[src/rtl/dbc_consts.vh]
`ifndef DBC_CONSTS_VH
`define DBC_CONSTS_VH
`define DBC_WIDTH 12
`define DBC_CLK_MHZ 40
`define DBC_MIN_LOW_NS 500
`define DBC_CLK_PERIOD_NS 25
`define DBC_MIN_LOW_CYC \
  ((`DBC_MIN_LOW_NS + `DBC_CLK_PERIOD_NS - 1) / `DBC_CLK_PERIOD_NS)
`define DBC_ZERO 12'h000
`endif

[src/rtl/dbc_pulse_qual.v]
`include "dbc_consts.vh"
module dbc_pulse_qual #(
  parameter MIN_CYC = `DBC_MIN_LOW_CYC
) (
  // Clock and reset
  input wire ref_clk_i,
  input wire rst_b_i,
  // Pin
  input wire pin_b_i,
  // Qualified events
  output wire fall_o,
  output wire valid_o,
  output wire low_o
);
  reg s1_r;
  reg s2_r;
  reg prev_r;
  reg [15:0] cnt_r;
  always @(posedge ref_clk_i or negedge rst_b_i) begin
    if (!rst_b_i) begin
      s1_r <= 1'h1;
      s2_r <= 1'h1;
      prev_r <= 1'h1;
      cnt_r <= 16'h0000;
    end else begin
      s1_r <= pin_b_i;
      s2_r <= s1_r;
      prev_r <= s2_r;
      if (s2_r)
        cnt_r <= 16'h0000;
      else if (cnt_r != MIN_CYC[15:0])
        cnt_r <= cnt_r + 16'h0001;
    end
  end
  assign low_o = ~s2_r;
  assign fall_o = prev_r & ~s2_r;
  // One pulse when the low has lasted the minimum time
  assign valid_o = ~s2_r & (cnt_r == MIN_CYC[15:0] - 16'h0001);
endmodule // dbc_pulse_qual

[src/rtl/dbc_top.v]
`include "dbc_consts.vh"
module dbc_top #(
  parameter WIDTH = `DBC_WIDTH,
  parameter MIN_CYC = `DBC_MIN_LOW_CYC
) (
  // Clock and reset
  input wire ref_clk_i,
  input wire rst_b_i,
  // Control pulses, active low
  input wire count_b_i,
  input wire xfer_b_i,
  input wire clr_b_i,
  // Parallel data
  input wire [WIDTH-1:0] data_i,
  // Converter code and digital outputs
  output wire [WIDTH-1:0] dac_code_o,
  output wire [WIDTH-1:0] data_o
);
  // Clear tracking states, one-hot
  localparam [2:0] ST_RUN = 3'h1;
  localparam [2:0] ST_CLEAR = 3'h2;
  localparam [2:0] ST_RELEASE = 3'h4;

  // Buffer update selects, one-hot, all zeros for none
  localparam [2:0] EV_NONE = 3'h0;
  localparam [2:0] EV_INC = 3'h1;
  localparam [2:0] EV_LOAD = 3'h2;
  localparam [2:0] EV_CLR = 3'h4;

  // Synchronised data pins
  reg [WIDTH-1:0] d1_r;
  reg [WIDTH-1:0] d2_r;
  wire [WIDTH-1:0] load_val;

  // Buffer and its next value
  reg [WIDTH-1:0] buf_r;
  reg [WIDTH-1:0] buf_nxt;

  // Clear tracking state
  reg [2:0] st_r;
  reg [2:0] st_nxt;

  // Selected buffer update for this cycle
  reg [2:0] ev_sel;

  // Qualified pin events
  wire cnt_fall;
  wire xf_fall;
  wire clr_low;
  wire ev_blocked;

  // Requests before priority
  wire req_clr;
  wire req_load;
  wire req_inc;

  // Incrementer
  wire [WIDTH-1:0] inc_val;
  wire [WIDTH-1:0] carry;
  genvar gi;

  // Count pin: each synchronised falling edge is one step
  dbc_pulse_qual #(
    .MIN_CYC(MIN_CYC)
  ) u_cnt (
    .ref_clk_i(ref_clk_i),
    .rst_b_i(rst_b_i),
    .pin_b_i(count_b_i),
    .fall_o(cnt_fall),
    .valid_o(),
    .low_o()
  );

  // Transfer pin: each synchronised falling edge is one load
  dbc_pulse_qual #(
    .MIN_CYC(MIN_CYC)
  ) u_xf (
    .ref_clk_i(ref_clk_i),
    .rst_b_i(rst_b_i),
    .pin_b_i(xfer_b_i),
    .fall_o(xf_fall),
    .valid_o(),
    .low_o()
  );

  // Clear pin: acts for as long as its synchronised level is low
  dbc_pulse_qual #(
    .MIN_CYC(MIN_CYC)
  ) u_clr (
    .ref_clk_i(ref_clk_i),
    .rst_b_i(rst_b_i),
    .pin_b_i(clr_b_i),
    .fall_o(),
    .valid_o(),
    .low_o(clr_low)
  );

  // Data pins pass two flip-flops; the second stage is what a transfer
  // loads, so data must settle before the transfer pulse falls
  always @(posedge ref_clk_i or negedge rst_b_i) begin
    if (!rst_b_i) begin
      d1_r <= `DBC_ZERO;
    end else begin
      d1_r <= data_i;
    end
  end

  // Second data stage, the only reader of the first
  always @(posedge ref_clk_i or negedge rst_b_i) begin
    if (!rst_b_i) begin
      d2_r <= `DBC_ZERO;
    end else begin
      d2_r <= d1_r;
    end
  end

  assign load_val = d2_r;

  // Ripple incrementer; the carry out of the top bit is dropped, so
  // all ones steps to all zeros
  assign carry[0] = 1'h1;
  generate
    for (gi = 0; gi < WIDTH; gi = gi + 1) begin : g_inc
      assign inc_val[gi] = buf_r[gi] ^ carry[gi];
      if (gi < WIDTH - 1) begin : g_carry
        assign carry[gi + 1] = buf_r[gi] & carry[gi];
      end
    end
  endgenerate

  // The two cycles after clear lets go (ST_CLEAR, then ST_RELEASE) still count as clear, so a pulse
  // that falls just as clear is released is ignored as well
  always @* begin
    st_nxt = st_r;
    case (st_r)
      ST_RUN: begin
        if (clr_low) begin
          st_nxt = ST_CLEAR;
        end
      end
      ST_CLEAR: begin
        if (!clr_low) begin
          st_nxt = ST_RELEASE;
        end
      end
      ST_RELEASE: begin
        if (clr_low) begin
          st_nxt = ST_CLEAR;
        end else begin
          st_nxt = ST_RUN;
        end
      end
      default: begin
        st_nxt = ST_RUN;
      end
    endcase
  end

  // Clear tracking register
  always @(posedge ref_clk_i or negedge rst_b_i) begin
    if (!rst_b_i) begin
      st_r <= ST_RUN;
    end else begin
      st_r <= st_nxt;
    end
  end

  assign ev_blocked = (st_r != ST_RUN);
  assign req_clr = clr_low;
  assign req_load = xf_fall & ~ev_blocked;
  assign req_inc = cnt_fall & ~ev_blocked;

  // Clear beats transfer, transfer beats count
  always @* begin
    ev_sel = EV_NONE;
    if (req_clr) begin
      ev_sel = EV_CLR;
    end else if (req_load) begin
      ev_sel = EV_LOAD;
    end else if (req_inc) begin
      ev_sel = EV_INC;
    end else begin
      ev_sel = EV_NONE;
    end
  end

  // Count and transfer act at the synchronised falling edge, clear while low; the minimum width is
  // the driver's duty and shorter pulses are not rejected
  always @* begin
    buf_nxt = buf_r;
    case (ev_sel)
      EV_CLR: begin
        buf_nxt = `DBC_ZERO;
      end
      EV_LOAD: begin
        buf_nxt = load_val;
      end
      EV_INC: begin
        buf_nxt = inc_val;
      end
      EV_NONE: begin
        buf_nxt = buf_r;
      end
      default: begin
        buf_nxt = buf_r;
      end
    endcase
  end

  // Buffer register
  always @(posedge ref_clk_i or negedge rst_b_i) begin
    if (!rst_b_i) begin
      buf_r <= `DBC_ZERO;
    end else begin
      buf_r <= buf_nxt;
    end
  end

  // Both outputs are the buffer flip-flops themselves
  assign dac_code_o = buf_r;
  assign data_o = buf_r;
endmodule // dbc_top

[config.mk]
export PLATFORM = sky130hd
export DESIGN_NAME = dbc_top
export DESIGN_NICKNAME = d
export VERILOG_FILES = /design/src/rtl/dbc_pulse_qual.v /design/src/rtl/dbc_top.v
export VERILOG_INCLUDE_DIRS = /design/src /design/src/rtl
export SDC_FILE = /design/constraint.sdc
export NUM_CORES = 1
export LEC_CHECK = 0
export ABC_AREA = 1
export BUFFER_PORTS_ARGS = -buffer_cell sky130_fd_sc_hd__buf_4
export CAP_MARGIN = 30
export CELL_PAD_IN_SITES_DETAIL_PLACEMENT = 0
export CELL_PAD_IN_SITES_GLOBAL_PLACEMENT = 1
export CORE_UTILIZATION = 47
export CTS_BUF_LIST = sky130_fd_sc_hd__clkbuf_8
export DETAILED_ROUTE_END_ITERATION = 12
export HOLD_SLACK_MARGIN = 0.08
export PLACE_DENSITY = 0.86
export RECOVER_POWER = 50
export SKIP_CTS_REPAIR_TIMING = 1
export SYNTH_ARGS = -nofsm -noshare
export SYNTH_HDL_FRONTEND = slang
export SYNTH_SLANG_ARGS = --single-unit
export TNS_END_PERCENT = 50
[constraint.sdc]
create_clock -name ref_clk_i -period 4.9 [get_ports ref_clk_i]
set_clock_uncertainty 0.15 [all_clocks]
set_input_delay 0.49 -clock ref_clk_i [delete_from_list [all_inputs] [get_ports ref_clk_i]]
set_output_delay 0.49 -clock ref_clk_i [all_outputs]
set_load 0.01 [all_outputs]
==> impl_metrics.toml <==
[run_status]
outcome = "finished with violations"
violations = "capacitance limit, slew limit"

[logic_synthesis]
synthArstFlopShare_pct = 100
syn_inst = 177
synthFlopType = "dfrtp_1"
yosysTopAreaCell = "dfrtp_1"
postSynthAreaPerCell_sq_um = 10.9
syn_area_sq_mm = 0.00192
synth_edf_count = 0
ys_seq_area_share_pct = 61.7
ys_ff_latch = 47
yosys_warnings = 0
synth_top_area_share_pct = 49.4
ys_types = 17
syn_nets = 204
synthTopCellsByArea = "dfrtp_1 (49%), dfstp_2 (12%), nand3_1 (7.3%)"

[floorplan]
pin_count = 41
rows = 22
die_h_um = 66.0
die_w_um = 66.0
coreArea_sq_mm = 0.00380
initial_core_util_pct = 50.7
dieArea_sq_mm = 0.00435

[critical_path]
critPathMaxStageDelay_ns = 0.43
path_buf_inv = 1
worstReg2RegEnd = "dac_code_o[11]"
critPathLaunch = "dac_code_o[0]"
r2r-start = "dac_code_o[0]"
path_cells = "ha_1, ha_1, ha_1, ha_1, ha_1, ha_1, ha_1, ha_1, ha_1, ha_1, nor2_1, nor2_1, nand3_1, nand2_1, inv_1, nand2_1"
crit_arrival_ns = 2.97
crit_type = "reg -> reg"
reg2reg_depth = 16
crit_slowest_cell = "dfrtp_1"
worstPathRequired_ns = 4.94
crit_top_cell = "ha_1"
critPathTopFamily = "adder cells"
start_kind = "flip-flop"
endpoint_kind = "flip-flop"
worstPathMaxFanout = 5
r2r_slack_ns = 1.97

[final_layout]
final_cell_mix = "dfrtp_1 (38), nand2_1 (29), nand3_1 (28), buf_4 (24), inv_1 (20)"
drive_gt1_share_pct = 29.5
nFillCells = 331
register_area_sq_mm = 0.00119
multi_input_area_sq_um = 513
finalNetCount = 233
diodes = 0
final_core_util_pct = 59.5
area_growth_pct = 17.4
final_common_cell = "dfrtp_1"
fin_area_sq_mm = 0.00226

[timing]
hold_viol = 0
fin_hold_ws_ns = 0.154
maxSlewViolCount = 48
period_needed_ns = 2.93
tightest_slew_ns = 2.28
max_freq_ghz = 0.341
rsz0062_at_grt = "no"
timing.setup.tns_ns = 0
finalSetupViolCount = 0
period_share_pct = 59.8
maxSlewHeadroom_pct = -51.9

[job]
maxCapViolations = 1

[hold_path]
min_path_type = "in -> reg"
min_delay_worst_endpoint = "u_xf.s1_r"
hp-start = "xfer_b_i"
hold_depth = 1

[drt]
dr_total_vias = 1238
drc_errors = 0
detail_route.iter0.violations = 79
firstDrtPassIters = 4
routed_wl_um = 2870
ant_nets = 0
wire_per_inst_um = 11.3
routed_via_density = 4.85

[global_route]
antenna_found_initial = 0
grt_pass1_wl_um = 5090
track_usage_pct = 15.8
grt_pass1_vias = 1148
gr-total-overflow = 0
grt_max_degree = 48

[clocking]
cts_buffer_depth = 2
clkLatencyLatePin_ns = 0.29
ctsHtreeMaxLevel = 2
clk_pin_slew_ns = 0.08
clkSinkCount = 47
cts_buffers = 5
cts_tree = "yes"
cts_root_buf = "clkbuf_8"

[pwr]
power.density_mw_per_mm2 = 392
ir_worst_vdd_mv = 0.212
p_leak_nw = 1.23
p_total_mw = 0.887

[place]
dpl-instance-area_sq_mm = 0.00214
gp_congestion = 0.805
dp_hpwl_um = 2040
place.port_buffers = 40
worst max-delay path by stage:
| stage | end | slack, ns | depth (start not counted) |
|---|---|---|---|
| final | dac_code_o[11] | 1.97 | 16 |
| after global routing | d2_r[9] | 1.48 | 2 |
| after CTS | dac_code_o[11] | 1.96 | 16 |
| after detailed placement | dac_code_o[11] | 1.99 | 16 |
| after global placement | dac_code_o[11] | 2.06 | 17 |
| after floorplan | dac_code_o[11] | 2.11 | 16 |
routing by layer:
layer	vias to the layer above	part of all wire (%)	GRT usage, %
met3	4	6.0	4.66
met4	0	1.1	6.38
met5	-	0	0
li1	611	-	-
met2	39	48	26.8
met1	584	45	18.7
state kept, by name, indices dropped and copies added, names as in the netlist:
signal        flops
u_cnt.prev_r      1
u_cnt.s2_r        1
u_clr.s2_r        1
st_r              3
u_cnt.s1_r        1
u_xf.s2_r         1
u_xf.prev_r       1
u_xf.s1_r         1
dac_code_o       12
d1_r             12
u_clr.s1_r        1
d2_r             12
Yosys cell counts, types with 3 or more instances:
master and count:
inv_1 18, buf_6 3, ha_1 10, dfrtp_1 38, inv_2 4, buf_4 12, nor2_1 5, dfstp_2 9
nand4_1 12, nand3_1 28, nand2_1 29
power by group:
part / switching, mW / internal, mW
Sequential: 0.0267 / 0.426
Combinational: 0.0980 / 0.0661
Clock: 0.120 / 0.150
Total: 0.245 / 0.642
cell families (layout without fill, tap and decap cells):
logic type    after synthesis  count (layout)  share of synthesized area (%)
fa+ha+maj                  10              10                           6.50
buf+inv                    41              71                           11.6
flops                      47              47                           61.7
simple gates               79              79                           20.2
area by class of cell:
type	instances	share of cell area, %
Timing Repair Buffer	41	13.6
Inverter	22	3.65
Multi-Input combinational cell	89	22.7
Clock inverter	3	1.83
Sequential cell	47	52.5
Tap cell	48	2.66
Clock buffer	5	3.05
metrics by stage:
step	instances	setup WS [ns]
after global routing	255	1.48
final	255	1.97
after floorplan	177	2.11
after global placement	246	2.06
after CTS	254	1.96
after detailed placement	246	1.99
worst register-to-register path: cells and delay by family, from the launching register on:
kind,cells,cell delay [ns]
AND/OR/NAND/NOR,5,0.34
adder cells (fa/ha/maj),10,1.87
buffers and inverters,1,0.05
flip-flops,1,0.43
Power figures use the tool's default switching activity.
